[src/hdl/tss_map.svh]
// Purpose: Register pointers, field positions, reset values and timing counts
// Assumes: Included by bare name; clk_sys runs at 40 MHz
// Notes: Definitions only
`ifndef TSS_MAP_SVH
`define TSS_MAP_SVH

// Pointer values selecting a register
`define TSS_PTR_TEMP 8'h00
`define TSS_PTR_CFG 8'h01
`define TSS_PTR_HYST 8'h02
`define TSS_PTR_LOW 8'h03
`define TSS_PTR_HIGH 8'h04

// Configuration field positions
`define TSS_CFG_SHDN 0
`define TSS_CFG_FQ_EN 4
`define TSS_CFG_TO_DIS 7

// Reset values
`define TSS_CFG_RST 8'h00
`define TSS_THR_RST 16'h0000

// Fixed upper address bits (strapped pins replace the low ones)
`define TSS_ADDR_FIXED 7'h40

// Timing: times in their own unit, cycles derived from the clock rate
`define TSS_CLK_KHZ 40000
`define TSS_TIMEOUT_MS 25
`define TSS_CONV_MS 500
`define TSS_TIMEOUT_CYC (`TSS_TIMEOUT_MS * `TSS_CLK_KHZ)
`define TSS_CONV_CYC (`TSS_CONV_MS * `TSS_CLK_KHZ)

`endif

[src/hdl/tss_pkg.sv]
// Purpose: Types shared by the sensor front end
// Assumes: Nothing imported; used as tss_pkg::name
// Notes: Gray codes follow the path of a write transfer; ST_ACK_ADDR to ST_RDATA changes three bits
package tss_pkg;

	typedef enum logic [3:0] {
		ST_IDLE = 4'h0,
		ST_ADDR = 4'h1,
		ST_ACK_ADDR = 4'h3,
		ST_CMD = 4'h2,
		ST_ACK_CMD = 4'h6,
		ST_WDATA = 4'h7,
		ST_ACK_WDATA = 4'h5,
		ST_RDATA = 4'h4,
		ST_RACK = 4'hC
	} tss_state_type;

endpackage

[src/hdl/tss_conv_if.sv]
// Purpose: Link between the serial front end and the conversion sequencer
// Assumes: One clock domain
// Notes: Abort is a one-cycle pulse
interface tss_conv_if;
	logic abort;
	logic shutdown;
	logic done;
	logic [12:0] code;

	modport ctrl (output abort, output shutdown, input done, input code);
	modport conv (input abort, input shutdown, output done, output code);
endinterface

[src/hdl/tss_conv.sv]
// Purpose: Back-to-back conversion sequencer holding the latest result
// Assumes: adc_code is stable on clk_sys
// Notes: Shutdown freezes sequencing but keeps the last result
`include "tss_map.svh"

module tss_conv #(
	parameter int CONV_CYC = `TSS_CONV_CYC
) (
	input wire logic clk_sys,
	input wire logic sys_rst,
	input wire logic [12:0] adc_code,
	tss_conv_if.conv cv
);

	logic [31:0] cnt_q, cnt_d;
	logic done_q, done_d;
	logic [12:0] code_q, code_d;
	logic last;

	assign last = (cnt_q == 32'(CONV_CYC - 1));

	// Sequencer: a read abort restarts the running conversion
	always_comb begin
		cnt_d = cnt_q;
		done_d = 1'b0;
		code_d = code_q;
		if (cv.abort || cv.shutdown) begin
			cnt_d = '0;
		end else if (last) begin
			cnt_d = '0;
			done_d = 1'b1;
			code_d = adc_code;
		end else begin
			cnt_d = cnt_q + 32'h1;
		end
	end

	always_ff @(posedge clk_sys) begin
		if (sys_rst) begin
			cnt_q <= '0;
			done_q <= 1'b0;
			code_q <= 13'h0000;
		end else begin
			cnt_q <= cnt_d;
			done_q <= done_d;
			code_q <= code_d;
		end
	end

	assign cv.done = done_q;
	assign cv.code = code_q;
endmodule

[src/hdl/tss_sensor.sv]
// Purpose: Two-wire slave and register front end of a temperature sensor
// Assumes: scl/sda/straps asynchronous to clk_sys; adc_code on clk_sys
// Notes: ALARM_OUTS 0 or 1 selects the low status bits and thresholds
// Behaviour
// - Slave only; handles write byte, write word, read byte, read word.
// - Slave address low bits come from strap pins, one bit each.
// - Two, three or four strap pins give 4, 8 or 16 addresses.
// - Command byte loads pointer selecting the register later accessed.
// - Temperature register holds latest result, 12 bits plus sign.
// - Result is 16 bits; low three bits unused without alarm output.
// - Two's-complement Celsius, one LSB equals 0.0625 degrees.
// - With one alarm output, two low bits are status, bit two unused.
// - With one alarm output, pointer selects among five registers.
// - Eight-bit configuration register is writable and reads back.
// - Config holds timeout disable, fault queue, shutdown; timeout 25-48ms.
// - Conversion runs continuously; result readable at any time.
// - Byte write: address, command, data; each byte acknowledged.
// - Conversions run back to back, each about 500 ms.
// - Reading the temperature register aborts the running conversion.
`include "tss_map.svh"

module tss_sensor #(
	parameter int ADDR_PINS = 4,
	parameter int ALARM_OUTS = 0,
	parameter logic [6:0] ADDR_FIXED = `TSS_ADDR_FIXED,
	parameter int TIMEOUT_CYC = `TSS_TIMEOUT_CYC,
	parameter int CONV_CYC = `TSS_CONV_CYC
) (
	input wire logic clk_sys,
	input wire logic sys_rst,
	input wire logic scl_pin,
	input wire logic sda_pin_in,
	output logic sda_pin_out,
	output logic sda_pin_oe,
	input wire logic addr_strap_bit0,
	input wire logic addr_strap_bit1,
	input wire logic addr_strap_bit2,
	input wire logic addr_strap_bit3,
	input wire logic [12:0] adc_code,
	input wire logic [1:0] alarm_flags,
	output logic [7:0] cfg_value
);

	tss_conv_if cv ();

	tss_conv #(.CONV_CYC(CONV_CYC)) u_conv (
		.clk_sys(clk_sys),
		.sys_rst(sys_rst),
		.adc_code(adc_code),
		.cv(cv)
	);

	// Pin synchronisers; stage one feeds only stage two
	// Layout: [7:6] alarm flags, [5:2] straps, [1] scl, [0] sda
	logic [7:0] s1_q, s2_q;
	logic scl_d1_q, sda_d1_q;
	logic [3:0] strap_q;
	always_ff @(posedge clk_sys) begin
		if (sys_rst) begin
			s1_q <= 8'h03; // Bus lines idle high, no false edge
			s2_q <= 8'h03;
			scl_d1_q <= 1'b1;
			sda_d1_q <= 1'b1;
			strap_q <= 4'h0;
		end else begin
			s1_q <= {alarm_flags, addr_strap_bit3, addr_strap_bit2,
				addr_strap_bit1, addr_strap_bit0, scl_pin, sda_pin_in};
			s2_q <= s1_q;
			scl_d1_q <= s2_q[1];
			sda_d1_q <= s2_q[0];
			strap_q <= s2_q[5:2];
		end
	end

	logic scl_s, sda_s, scl_rise, scl_fall, start_c, stop_c;
	assign scl_s = s2_q[1];
	assign sda_s = s2_q[0];
	assign scl_rise = scl_s && !scl_d1_q;
	assign scl_fall = !scl_s && scl_d1_q;
	assign start_c = scl_s && scl_d1_q && !sda_s && sda_d1_q;
	assign stop_c = scl_s && scl_d1_q && sda_s && !sda_d1_q;

	// Own address: fixed bits above, strap levels below
	logic [6:0] my_addr;
	always_comb begin
		my_addr = ADDR_FIXED;
		for (int i = 0; i < ADDR_PINS; i++) begin
			my_addr[i] = strap_q[i];
		end
	end

	// Bus timeout: a stuck low clock mid-transfer frees the slave
	logic [31:0] tmo_q, tmo_d;
	logic tmo_fire;
	logic [7:0] cfg_q, cfg_d;
	tss_pkg::tss_state_type st_q, st_d;
	assign tmo_fire = (tmo_q == 32'(TIMEOUT_CYC - 1)) &&
		!cfg_q[`TSS_CFG_TO_DIS];
	always_comb begin
		tmo_d = '0;
		if (st_q != tss_pkg::ST_IDLE && !scl_s && !tmo_fire) begin
			tmo_d = tmo_q + 32'h1;
		end
	end
	always_ff @(posedge clk_sys) begin
		if (sys_rst) begin
			tmo_q <= '0;
		end else begin
			tmo_q <= tmo_d;
		end
	end

	// Register word seen by a read; unmapped pointers read zero
	logic [15:0] hi_q, hi_d, lo_q, lo_d, hyst_q, hyst_d, temp_word, word_sel;
	logic [7:0] ptr_q, ptr_d;
	assign temp_word = (ALARM_OUTS == 0) ? {cv.code, 3'b000} :
		{cv.code, 1'b0, s2_q[7:6]};
	always_comb begin
		word_sel = 16'h0000;
		case (ptr_q)
			`TSS_PTR_TEMP: word_sel = temp_word;
			`TSS_PTR_CFG: word_sel = {cfg_q, 8'h00};
			`TSS_PTR_HIGH: word_sel = (ALARM_OUTS > 0) ? hi_q : 16'h0000;
			`TSS_PTR_LOW: word_sel = (ALARM_OUTS > 0) ? lo_q : 16'h0000;
			`TSS_PTR_HYST: word_sel = (ALARM_OUTS > 0) ? hyst_q : 16'h0000;
			default: word_sel = 16'h0000;
		endcase
	end

	// Transfer engine: sample on SCL rise, change SDA on SCL fall
	logic [3:0] cnt_q, cnt_d;
	logic [7:0] sh_q, sh_d, hold_q, hold_d;
	logic [15:0] tx_q, tx_d;
	logic oe_q, oe_d, rw_q, rw_d, nack_q, nack_d, abort_q, abort_d;
	logic [1:0] bidx_q, bidx_d;
	always_comb begin
		st_d = st_q;
		cnt_d = cnt_q;
		sh_d = sh_q;
		tx_d = tx_q;
		oe_d = oe_q;
		rw_d = rw_q;
		nack_d = nack_q;
		ptr_d = ptr_q;
		hold_d = hold_q;
		bidx_d = bidx_q;
		cfg_d = cfg_q;
		hi_d = hi_q;
		lo_d = lo_q;
		hyst_d = hyst_q;
		abort_d = 1'b0;
		if (start_c) begin
			st_d = tss_pkg::ST_ADDR;
			cnt_d = 4'h0;
			oe_d = 1'b0;
		end else if (stop_c || tmo_fire) begin
			st_d = tss_pkg::ST_IDLE;
			oe_d = 1'b0;
		end else if (scl_rise) begin
			case (st_q)
				tss_pkg::ST_ADDR, tss_pkg::ST_CMD, tss_pkg::ST_WDATA: begin
					sh_d = {sh_q[6:0], sda_s};
					cnt_d = cnt_q + 4'h1;
				end
				tss_pkg::ST_RDATA: cnt_d = cnt_q + 4'h1;
				tss_pkg::ST_RACK: nack_d = sda_s;
				default: ;
			endcase
		end else if (scl_fall) begin
			case (st_q)
				tss_pkg::ST_ADDR: begin
					if (cnt_q == 4'h8) begin
						if (sh_q[7:1] == my_addr) begin
							st_d = tss_pkg::ST_ACK_ADDR;
							oe_d = 1'b1;
							rw_d = sh_q[0];
						end else begin
							st_d = tss_pkg::ST_IDLE;
						end
					end
				end
				tss_pkg::ST_ACK_ADDR: begin
					cnt_d = 4'h0;
					bidx_d = 2'h0;
					if (rw_q) begin
						st_d = tss_pkg::ST_RDATA;
						tx_d = word_sel;
						oe_d = !word_sel[15];
						abort_d = (ptr_q == `TSS_PTR_TEMP);
					end else begin
						st_d = tss_pkg::ST_CMD;
						oe_d = 1'b0;
					end
				end
				tss_pkg::ST_CMD: begin
					if (cnt_q == 4'h8) begin
						ptr_d = sh_q;
						st_d = tss_pkg::ST_ACK_CMD;
						oe_d = 1'b1;
					end
				end
				tss_pkg::ST_ACK_CMD, tss_pkg::ST_ACK_WDATA: begin
					st_d = tss_pkg::ST_WDATA;
					oe_d = 1'b0;
					cnt_d = 4'h0;
				end
				tss_pkg::ST_WDATA: begin
					if (cnt_q == 4'h8) begin
						st_d = tss_pkg::ST_ACK_WDATA;
						oe_d = 1'b1;
						if (bidx_q != 2'h3) begin
							bidx_d = bidx_q + 2'h1;
						end
						if (bidx_q == 2'h0) begin
							hold_d = sh_q;
							if (ptr_q == `TSS_PTR_CFG) begin
								cfg_d = sh_q;
							end
						end else if (bidx_q == 2'h1 && ALARM_OUTS > 0) begin
							case (ptr_q)
								`TSS_PTR_HIGH: hi_d = {hold_q, sh_q};
								`TSS_PTR_LOW: lo_d = {hold_q, sh_q};
								`TSS_PTR_HYST: hyst_d = {hold_q, sh_q};
								default: ;
							endcase
						end
					end
				end
				tss_pkg::ST_RDATA: begin
					if (cnt_q == 4'h8) begin
						st_d = tss_pkg::ST_RACK;
						oe_d = 1'b0;
					end else begin
						tx_d = {tx_q[14:0], 1'b0};
						oe_d = !tx_q[14];
					end
				end
				tss_pkg::ST_RACK: begin
					if (nack_q) begin
						st_d = tss_pkg::ST_IDLE;
					end else begin
						st_d = tss_pkg::ST_RDATA;
						cnt_d = 4'h0;
						tx_d = {tx_q[14:0], 1'b0};
						oe_d = !tx_q[14];
					end
				end
				default: ;
			endcase
		end
	end

	always_ff @(posedge clk_sys) begin
		if (sys_rst) begin
			st_q <= tss_pkg::ST_IDLE;
			cnt_q <= 4'h0;
			sh_q <= 8'h00;
			tx_q <= 16'h0000;
			oe_q <= 1'b0;
			rw_q <= 1'b0;
			nack_q <= 1'b0;
			ptr_q <= `TSS_PTR_TEMP;
			hold_q <= 8'h00;
			bidx_q <= 2'h0;
			cfg_q <= `TSS_CFG_RST;
			hi_q <= `TSS_THR_RST;
			lo_q <= `TSS_THR_RST;
			hyst_q <= `TSS_THR_RST;
			abort_q <= 1'b0;
		end else begin
			st_q <= st_d;
			cnt_q <= cnt_d;
			sh_q <= sh_d;
			tx_q <= tx_d;
			oe_q <= oe_d;
			rw_q <= rw_d;
			nack_q <= nack_d;
			ptr_q <= ptr_d;
			hold_q <= hold_d;
			bidx_q <= bidx_d;
			cfg_q <= cfg_d;
			hi_q <= hi_d;
			lo_q <= lo_d;
			hyst_q <= hyst_d;
			abort_q <= abort_d;
		end
	end

	// Open drain: only ever pulls low
	assign sda_pin_out = 1'b0;
	assign sda_pin_oe = oe_q;
	assign cfg_value = cfg_q;
	assign cv.abort = abort_q;
	assign cv.shutdown = cfg_q[`TSS_CFG_SHDN];

	logic quiet;
	assign quiet = !start_c && !stop_c && !tmo_fire;
endmodule
[config.mk]
export PLATFORM = sky130hd
export DESIGN_NAME = tss_sensor
export DESIGN_NICKNAME = d
export VERILOG_FILES = /design/src/hdl/tss_pkg.sv /design/src/hdl/tss_conv_if.sv /design/src/hdl/tss_conv.sv /design/src/hdl/tss_sensor.sv
export VERILOG_INCLUDE_DIRS = /design/src /design/src/hdl
export SDC_FILE = /design/constraint.sdc
export NUM_CORES = 1
export LEC_CHECK = 0
export BUFFER_PORTS_ARGS = -buffer_cell sky130_fd_sc_hd__buf_2
export CORE_UTILIZATION = 55
export DETAILED_ROUTE_END_ITERATION = 10
export GPL_ROUTABILITY_DRIVEN = 1
export PLACE_DENSITY = 0.84
export SLEW_MARGIN = 20
export SYNTH_ARGS = -nofsm -noshare
export SYNTH_HDL_FRONTEND = slang
export SYNTH_SLANG_ARGS = --single-unit
[constraint.sdc]
create_clock -name clk_sys -period 2.3 [get_ports clk_sys]
set_clock_uncertainty 0.15 [all_clocks]
set_input_delay 0.23 -clock clk_sys [delete_from_list [all_inputs] [get_ports clk_sys]]
set_output_delay 0.23 -clock clk_sys [all_outputs]
set_load 0.02 [all_outputs]
Word-level counts from Yosys, hierarchy flattened
Index checks and enable logic that the tools add are counted.

storage, ports and cells
  register bits after elaboration = 148
  logic and storage cells = 148
  bits of input ports = 23

operators by class
  add/sub/neg operators = 4
  multiplexer cells = 32
  bitwise operators = 8
  reduce and logical (&&, ||, !) cells = 53
  equal/unequal tests = 31

operators by type and width
  operator                                                                 count
  32-bit by 1-bit adder with 32-bit output, second input constant          2
  15-bit 2-to-1 mux                                                        3
  15-bit case mux with 3 select lines                                      1
  7-bit AND reduction                                                      5
  32-bit by 20-bit equality test with 1-bit output, second input constant  1
  32-bit by 25-bit equality test with 1-bit output, second input constant  1
  4-bit 2-to-1 mux                                                         8
  16-bit case mux with 2 select lines                                      1
  4-bit case mux with 7 select lines                                       1
  2-bit inequality test, second input constant                             11
  4-bit by 3-bit equality test with 1-bit output, second input constant    4
  4-bit inequality test, second input constant                             4
  8-bit AND reduction                                                      2
  3-bit OR reduction                                                       4
  1-bit logical AND                                                        10
  1-bit 2-to-1 mux                                                         10
  3-bit nonzero test                                                       3
  9-bit nonzero test                                                       1
  4-bit by 2-bit equality test with 1-bit output, second input constant    2
  4-bit equality test, second input constant                               2
  8-bit by 1-bit equality test with 1-bit output, second input constant    1
  1-bit zero test                                                          8
  8-bit zero test                                                          1
  1-bit inverter                                                           8
  other kinds (25)                                                         34

Logic depth before layout (Yosys ltp)
Gate-level depths: netlist (run 1).

  word-level depth = 8
  mapped depth = 9

Cells and area by module
A second synthesis (run 1) with hierarchy kept.

unflattened totals
  cell total of the unflattened synthesis = 844
  area, all modules = 7146.9 um^2

modules (own cells, without submodules)
  module      times used  cells an instance  area each (um^2)
  tss_sensor  1           575                4883.4
  tss_conv    1           269                2263.4

Least setup slack after synthesis (run 1)
Ideal clock, no wire load.

  path type = register to register
  start = register tmo_q[0]
  end = register tx_q[10]
  buffers on the path = 2
  stages on the path, launching flop included = 9
  path slack = 0.165 ns
  arrival = 1.858 ns
  path through = dfxtp_1 > ha_1 > nand3_4 > or4_1 > buf_6 > nand3_2 > buf_6 > mux2i_1 > nor2_1

on the way
  word-level cells in the longest chain between the ends = 5

RTL lines
  what                                              line               RTL
  start: declaration                                tss_sensor.sv:93   logic [31:0] tmo_q, tmo_d;
  start signal: assignment                          tss_sensor.sv:109  tmo_q <= tmo_d;
  32-bit by 20-bit equality test with 1-bit output  tss_sensor.sv:97   assign tmo_fire = (tmo_q == 32'(TIMEOUT_CYC - 1)) &&
  1-bit logical AND                                 tss_sensor.sv:97
  1-bit logical OR                                  tss_sensor.sv:156  end else if (stop_c || tmo_fire) begin
  1-bit inverter (no source line)                   n/a
  8-bit AND reduction (no source line)              n/a
  end signal: assignment                            tss_sensor.sv:274  tx_q <= tx_d;
  end: declaration                                  tss_sensor.sv:133  logic [15:0] tx_q, tx_d;

No other way between the ends.
A chain may end at the register's enable or synchronous reset.

Worst setup path in the final report (run 1)
  start = register cnt_q[0]
  end = register cfg_q[6] (netlist: cfg_value[6])

on the way
  word-level cells in the longest chain between the ends = 2

RTL lines
  what                                  line               RTL
  start: declaration                    tss_sensor.sv:131  logic [3:0] cnt_q, cnt_d;
  start signal: assignment              tss_sensor.sv:272  cnt_q <= cnt_d;
  4-bit equality test                   tss_sensor.sv:208  if (cnt_q == 4'h8) begin
  8-bit AND reduction (no source line)  n/a
  end signal: assignment                tss_sensor.sv:265  cfg_q <= `TSS_CFG_RST;
  end signal: assignment                tss_sensor.sv:281  cfg_q <= cfg_d;
  end: declaration                      tss_sensor.sv:95   logic [7:0] cfg_q, cfg_d;

No other way between the ends.

==> results_dict.tcl, run 1 <==
set metrics [dict create \
    status "finished with violations" \
    violations "negative setup slack" \
    multi_input_area_um2 3740 \
    area_delta_synth_final_pct 23.2 \
    drive_gt1_share_pct 20.2 \
    clk_latency_ps 430 \
    cp_slowest_stage_delay_ps 520 \
    synthArstFlopShare_pct 0 \
    hold_end "s2_q[0]" \
    path_cells "inv_1 > ha_1 > and3b_1 > nand2_1 > or4_4 > buf_8 > mux2i_2 > nor2_1" \
    cts.sinks 145 \
    num_rows 40 \
    synth_area_um2 6770 \
    yosysTopAreaCell "dfxtp_1" \
    die_h_um 113 \
    num_vias 5825 \
    synth-seq-area-share_pct 42.9 \
    worst-path-max-fanout 8 \
    grt_pass1_wl_um 25300 \
    p_per_area_nw_per_um2 636 \
    rsz0062_at_grt "yes" \
    netlist.area_leader.share_pct 42.9 \
    initial_core_util_pct 56.4 \
    crit_start "cnt_q[0]" \
    ys.flop_type "dfxtp_1" \
    antenna_found_initial 0 \
    drc 0 \
    power.leakage_nw 3.17 \
    die_w_um 113 \
    synth-edff-count 0 \
    grt_max_degree 45 \
    stdcell_count 1008 \
    regArea_um2 2910 \
    synth_area_leaders "dfxtp_1 (43%), mux2i_1 (8.7%), nor2_1 (6.9%), xor2_1 (4.5%), nand2_1 (3.2%)" \
    cts_root_buf "clkbuf_16" \
    post-synth-top-count-cell "dfxtp_1" \
    dr.pass1.iters 5 \
    dp_hpwl_um 9950 \
    fin_crit_ps 2320 \
    cts_buffers 17 \
    dp_cells 951 \
    cts_max_level 4 \
    ys_types 63 \
    crit_type "flip-flop to flip-flop" \
    postRouteWirelength_um 16000 \
    start_kind "flip-flop" \
    dr.first_iter.drc_count 460 \
    antenna_cells 0 \
    clk_path_buf_depth 2 \
    peakVddDrop_mv 0.536 \
    r2r-end "cfg_value[6]" \
    die_area_um2 12800 \
    worstPathRequired_ps 2450 \
    worstSetupEndpointType "flip-flop" \
    synth.avg_cell_area_um2 8.94 \
    fin_ws_ps -17.8 \
    drv_cap 0 \
    nets 883 \
    fin_crit_sh_pct 101 \
    setup_violations 2 \
    slew_violations 0 \
    coreArea_um2 12000 \
    cts_tree "yes" \
    hold_viol 0 \
    cp_slowest_cell "or4_4" \
    r2r_start "cnt_q[0]" \
    overflow 0 \
    io_pins 33 \
    final_antenna_net_count 0 \
    cp.arrival_ps 2460 \
    port_buffers 29 \
    rrSetupSlack_ps -20 \
    syn_inst 757 \
    fill_cells 816 \
    crit_buf_inv 2 \
    cpLargestDelayFamily "simple AND/OR/NAND/NOR gates" \
    grt_pass1_vias 5482 \
    gp_congestion 0.891 \
    pre_cts_slack_ps -52.8 \
    via_per_inst 5.78 \
    hold_depth 1 \
    clk_pin_slew_worst_paths_ps 60 \
    worstRegToRegCells 8 \
    hold_path.class "flip-flop to flip-flop" \
    track_usage_pct 25.0 \
    hp-start "s1_q[0]" \
    wl_per_cell_um 15.8 \
    yosys_warnings 0 \
    netlist_top_cells_count "dfxtp_1 (145), nor2_1 (125), mux2i_1 (59), nand2_1 (58), nand3_1 (36)" \
    ys_ff_latch 145 \
    max_freq_ghz 0.431 \
    syn_nets 791 \
]
state kept, by name, indices dropped and copies added (netlist names), 2 cells and up:
signal	cells
s1_q	6
cnt_q	4
u_conv.cnt_q	32
ptr_q	8
s2_q	6
u_conv.cv.code	13
cfg_value	8
bidx_q	2
sh_q	8
tmo_q	32
strap_q	4
tx_q	12
st_q	4
through the flow:
step                      setup TNS [ps]  power (W)  utilization (%)  instance area [um2]  hold slack (ps)
final                              -22.5    0.00530             69.4                 8340              260
after global routing                -718    0.00547             69.4                 8340              276
after CTS                              0    0.00532             68.2                 8200              266
after detailed placement            -202    0.00275             61.3                 7360              250
after global placement                 0    0.00274             61.3                 7360              245
after floorplan                        0    0.00269                -                 6770              184
worst max-delay path by stage:
stage | to | slack [ps] | cells past startpoint
2_1_floorplan | tx_q[10] | 160 | 8
3_3_place_gp | sh_q[6] | 30 | 5
3_5_place_dp | sh_q[1] | -50 | 5
4_1_cts | u_conv.cv.code[5] | 2 | 7
5_1_grt | u_conv.cv.code[9] | -100 | 8
6_report | cfg_value[6] | -20 | 8
final cells by class:
cell class | count | area share [%]
clock buffers | 19 | 5.31
clock inverters | 12 | 1.34
inverters | 16 | 0.720
multi-input cells | 560 | 44.8
flip-flops and latches | 145 | 34.9
well taps | 147 | 2.21
repair buffers | 109 | 10.6
power breakdown:
part           switching (W)  internal [W]  total (W)
clock                0.00106       0.00151    0.00257
combinational      0.0000987     0.0000876   0.000186
sequential         0.0000122       0.00253    0.00254
routing by layer:
metal	GRT usage, %	wire length (um)	up-vias
li1	-	-	2819
met2	43.3	7940	191
met3	6.75	831	46
met1	29.6	6790	2769
met5	0	0	-
met4	9.47	400	0
cell families (layout without fill, tap and decap cells):
| logic type | count (synthesis) | count (layout) | synth area share (%) |
|---|---|---|---|
| multiplexers | 60 | 60 | 8.89 |
| AND/OR/NAND/NOR | 360 | 360 | 28.6 |
| AO/OA/AOI/OAI | 72 | 72 | 6.54 |
| other | 1 | 1 | 0.0554 |
| buffers and inverters | 52 | 156 | 3.79 |
| adder cells (fa/ha/maj) | 11 | 11 | 2.03 |
| XOR/XNOR | 56 | 56 | 7.25 |
| flip-flops | 145 | 145 | 42.9 |
cells in the final DEF, fill, tap and decap left out, types with 6 or more instances in the layout:
cell type / instances
a21oi_1: 21
xor2_1: 35
buf_4: 52
nor2_1: 125
and3_1: 14
nand3_1: 36
nand4_1: 18
dfxtp_2: 6
dlygate4sd3_1: 20
nor3_1: 8
o21ai_0: 23
clkbuf_16: 18
dfxtp_1: 138
or2_2: 8
or3_1: 16
nor3_2: 6
mux2i_1: 56
ha_1: 10
nor4_4: 7
xnor2_1: 21
inv_1: 16
buf_2: 29
nand2_1: 57
a31oi_1: 6
nor2b_1: 14
nor4_1: 8
repair_timing:
item	CTS	global route
cloned	0	1
gates resized for setup	7	26
pin swaps	2	6
setup endpoints to repair	40	80
buffers inserted	3	2
hold endpoints to repair	20	0
hold buffers	20	0
(Power assumes the default switching activity.)
==> run 2: changes to the inputs <==
--- a/config.mk
+++ b/config.mk
@@ -7,10 +7,12 @@
 export NUM_CORES = 1
 export LEC_CHECK = 0
 export BUFFER_PORTS_ARGS = -buffer_cell sky130_fd_sc_hd__buf_2
-export CORE_UTILIZATION = 55
+export CELL_PAD_IN_SITES_DETAIL_PLACEMENT = 2
+export CELL_PAD_IN_SITES_GLOBAL_PLACEMENT = 2
+export CORE_UTILIZATION = 38
 export DETAILED_ROUTE_END_ITERATION = 10
 export GPL_ROUTABILITY_DRIVEN = 1
-export PLACE_DENSITY = 0.84
+export PLACE_DENSITY = 0.86
 export SLEW_MARGIN = 20
 export SYNTH_ARGS = -nofsm -noshare
 export SYNTH_HDL_FRONTEND = slang
==> constraint.sdc (replaced) <==
create_clock -name clk_sys -period 2.35 [get_ports clk_sys]
set_clock_uncertainty 0.15 [all_clocks]
set_input_delay 0.235 -clock clk_sys [delete_from_list [all_inputs] [get_ports clk_sys]]
set_output_delay 0.235 -clock clk_sys [all_outputs]
set_load 0.02 [all_outputs]
==> run 2 against run 1 <==
The flow still finishes with violations (negative setup slack). Sequential share of layout area shrank 1.6 points. Maximum frequency shrank 13%. Core utilization shrank 19 points. Combinational power grew 23%. First-iteration DRC count grew 15%. Sequential power shrank 2%. Flip-flop and latch count is the same. Non-clock buffer count grew 4. Critical path depth shrank 1. Hold slack lost 200 ps. Clock power grew 21%.
==> results_dict.tcl, run 2 (synthesis gave the netlist of run 1 again) <==
set metrics [dict create \
    fin_ws_ps -306 \
    num_vias 6860 \
    grt_max_degree 70 \
    rsz0062_at_grt "yes" \
    path_cells "ha_1 > nand2_1 > or2_2 > nand2_4 > or4_4 > mux2i_2 > nor2_1" \
    cts_buffers 17 \
    dr.first_iter.drc_count 531 \
    nets 888 \
    cp_slowest_stage_delay_ps 700 \
    cp.arrival_ps 2780 \
    worstMarginPinSlew_ps 742 \
    via_per_inst 6.29 \
    track_usage_pct 34.2 \
    hold_path.class "input port to flip-flop" \
    overflow 0 \
    worst-path-max-fanout 8 \
    cts_root_buf "clkbuf_16" \
    drive_gt1_share_pct 26.2 \
    crit_type "flip-flop to flip-flop" \
    clk_path_buf_depth 2 \
    peakVddDrop_mv 0.668 \
    postRouteWirelength_um 35000 \
    p_per_area_nw_per_um2 665 \
    num_rows 48 \
    die_w_um 135 \
    worstSetupEndpointType "flip-flop" \
    placed_area_um2 7430 \
    top_layer_used "met4" \
    drc 0 \
    dp_cells 1027 \
    die_area_um2 18400 \
    crit_buf_inv 0 \
    power.leakage_nw 3.23 \
    clk_pin_slew_worst_paths_ps 70 \
    cts.sinks 145 \
    stdcell_count 1091 \
    stdcell_area_um2 8780 \
    worstPathRequired_ps 2480 \
    intPower_w 0.00449 \
    layout_common_cells "dfxtp_1 (129), nor2_1 (122), buf_4 (58)" \
    hold_viol 0 \
    port_buffers 29 \
    final_common_cell "dfxtp_1" \
    sw_frac_of_total_pct 23.2 \
    wl_met2_um 17200 \
    p_sw_w 0.00135 \
    setup_violations 56 \
    slew_headroom_pct 50.6 \
    antenna_cells 0 \
    io_pins 33 \
    max_freq_ghz 0.377 \
    grt_pass1_wl_um 45600 \
    final_antenna_net_count 0 \
    dr.pass1.iters 5 \
    pwr-share-seq_pct 42.7 \
    drv_cap 0 \
    cts_max_level 4 \
    gp_congestion 0.843 \
    fin_crit_ps 2660 \
    die_h_um 135 \
    clk_latency_ps 460 \
    fin_crit_sh_pct 113 \
    cts_tree "yes" \
    cpLargestDelayFamily "simple AND/OR/NAND/NOR gates" \
    violations "negative setup slack" \
    wl_met3_um 2410 \
    wirelength_met1_um 13200 \
    coreArea_um2 17400 \
    power.share.clock_pct 53.4 \
    comb_power_share_pct 3.9 \
    dp_hpwl_um 15800 \
    start_kind "flip-flop" \
    antenna_found_initial 0 \
    wl_per_cell_um 32.1 \
    slew_violations 0 \
    grt_pass1_vias 7319 \
    area_delta_synth_final_pct 29.7 \
    initial_core_util_pct 39.0 \
    status "finished with violations" \
    cp_slowest_cell "or4_4" \
]
[run 2: cell count changes in the layout (fill, tap and decap cells not counted), sizes merged]
cell / before / now
dlygate4sd3: 20 / 19
nand3: 39 / 40
inv: 18 / 16
buf: 88 / 94
bufinv: 1 / 5
clkinv: 7 / 4
[run 2: layer usage]
| metal | vias to the layer above | track usage, % |
|---|---|---|
| met3 | 170 | 8.08 |
| met1 | 3464 | 36.1 |
| met2 | 408 | 61.7 |
| met4 | 0 | 20.0 |
| li1 | 2818 | - |
| met5 | - | 0 |
[run 2: repair_timing]
| action | CTS | global route |
|---|---|---|
| resized for setup | 19 | 72 |
| pin swaps | 8 | 13 |
| buffers inserted | 6 | 8 |
| endpoints found under the hold margin | 22 | 0 |
| gates cloned | 1 | 0 |
| hold buffers | 19 | 0 |
| endpoints found under the setup margin | 65 | 64 |
[run 2: cell type report]
cell class	instances	area (um2)
inverter	16	60.1
clock buffer	20	457
clock inverter	11	185
sequential	145	2930
multi-input combinational	561	3980
tap	225	282
fill	1767	8570
timing repair buffer	113	893
[run 2: path summary, 6_finish.rpt]
kind | to | slack (ps) | depth (start not counted) | start
hold reg to reg | s2_q[0] | 300 | 1 | s1_q[0]
setup reg to reg | cfg_value[0] | -310 | 7 | s2_q[1]
setup / recovery | cfg_value[0] | -310 | 7 | s2_q[1]
hold / removal | u_conv.cv.code[11] | 60 | 3 | adc_code[11]
[run 2: through the flow]
step           utilization (%)  TNS (ps)  setup slack (ps)  hold WS (ps)  total power, W
4_1_cts                   48.5     -40.7             -31.8         -19.4         0.00575
3_5_place_dp              42.8     -3710              -244           265         0.00270
6_report                  50.6     -4680              -306          58.6         0.00584
2_1_floorplan                -         0               215           189         0.00263
5_1_grt                   50.6     -6310              -343          35.3         0.00596
3_3_place_gp              42.8      -271             -48.2           256         0.00268
[run 2: worst register-to-register path: cells and delay by family (launching register included)]
family,cells,cell delay (ps)
fa+ha+maj,1,260
mux,1,360
flops,1,380
simple gates,5,1320
[run 2: power by group through the flow]
stage	Sequential [W]	Combinational [W]	Clock, W
finish	0.00249	0.000228	0.00312
global route	0.00249	0.000236	0.00324
CTS	0.00249	0.000190	0.00307
detailed placement	0.00254	0.000154	0
global placement	0.00254	0.000143	0
floorplan	0.00254	0.0000894	0
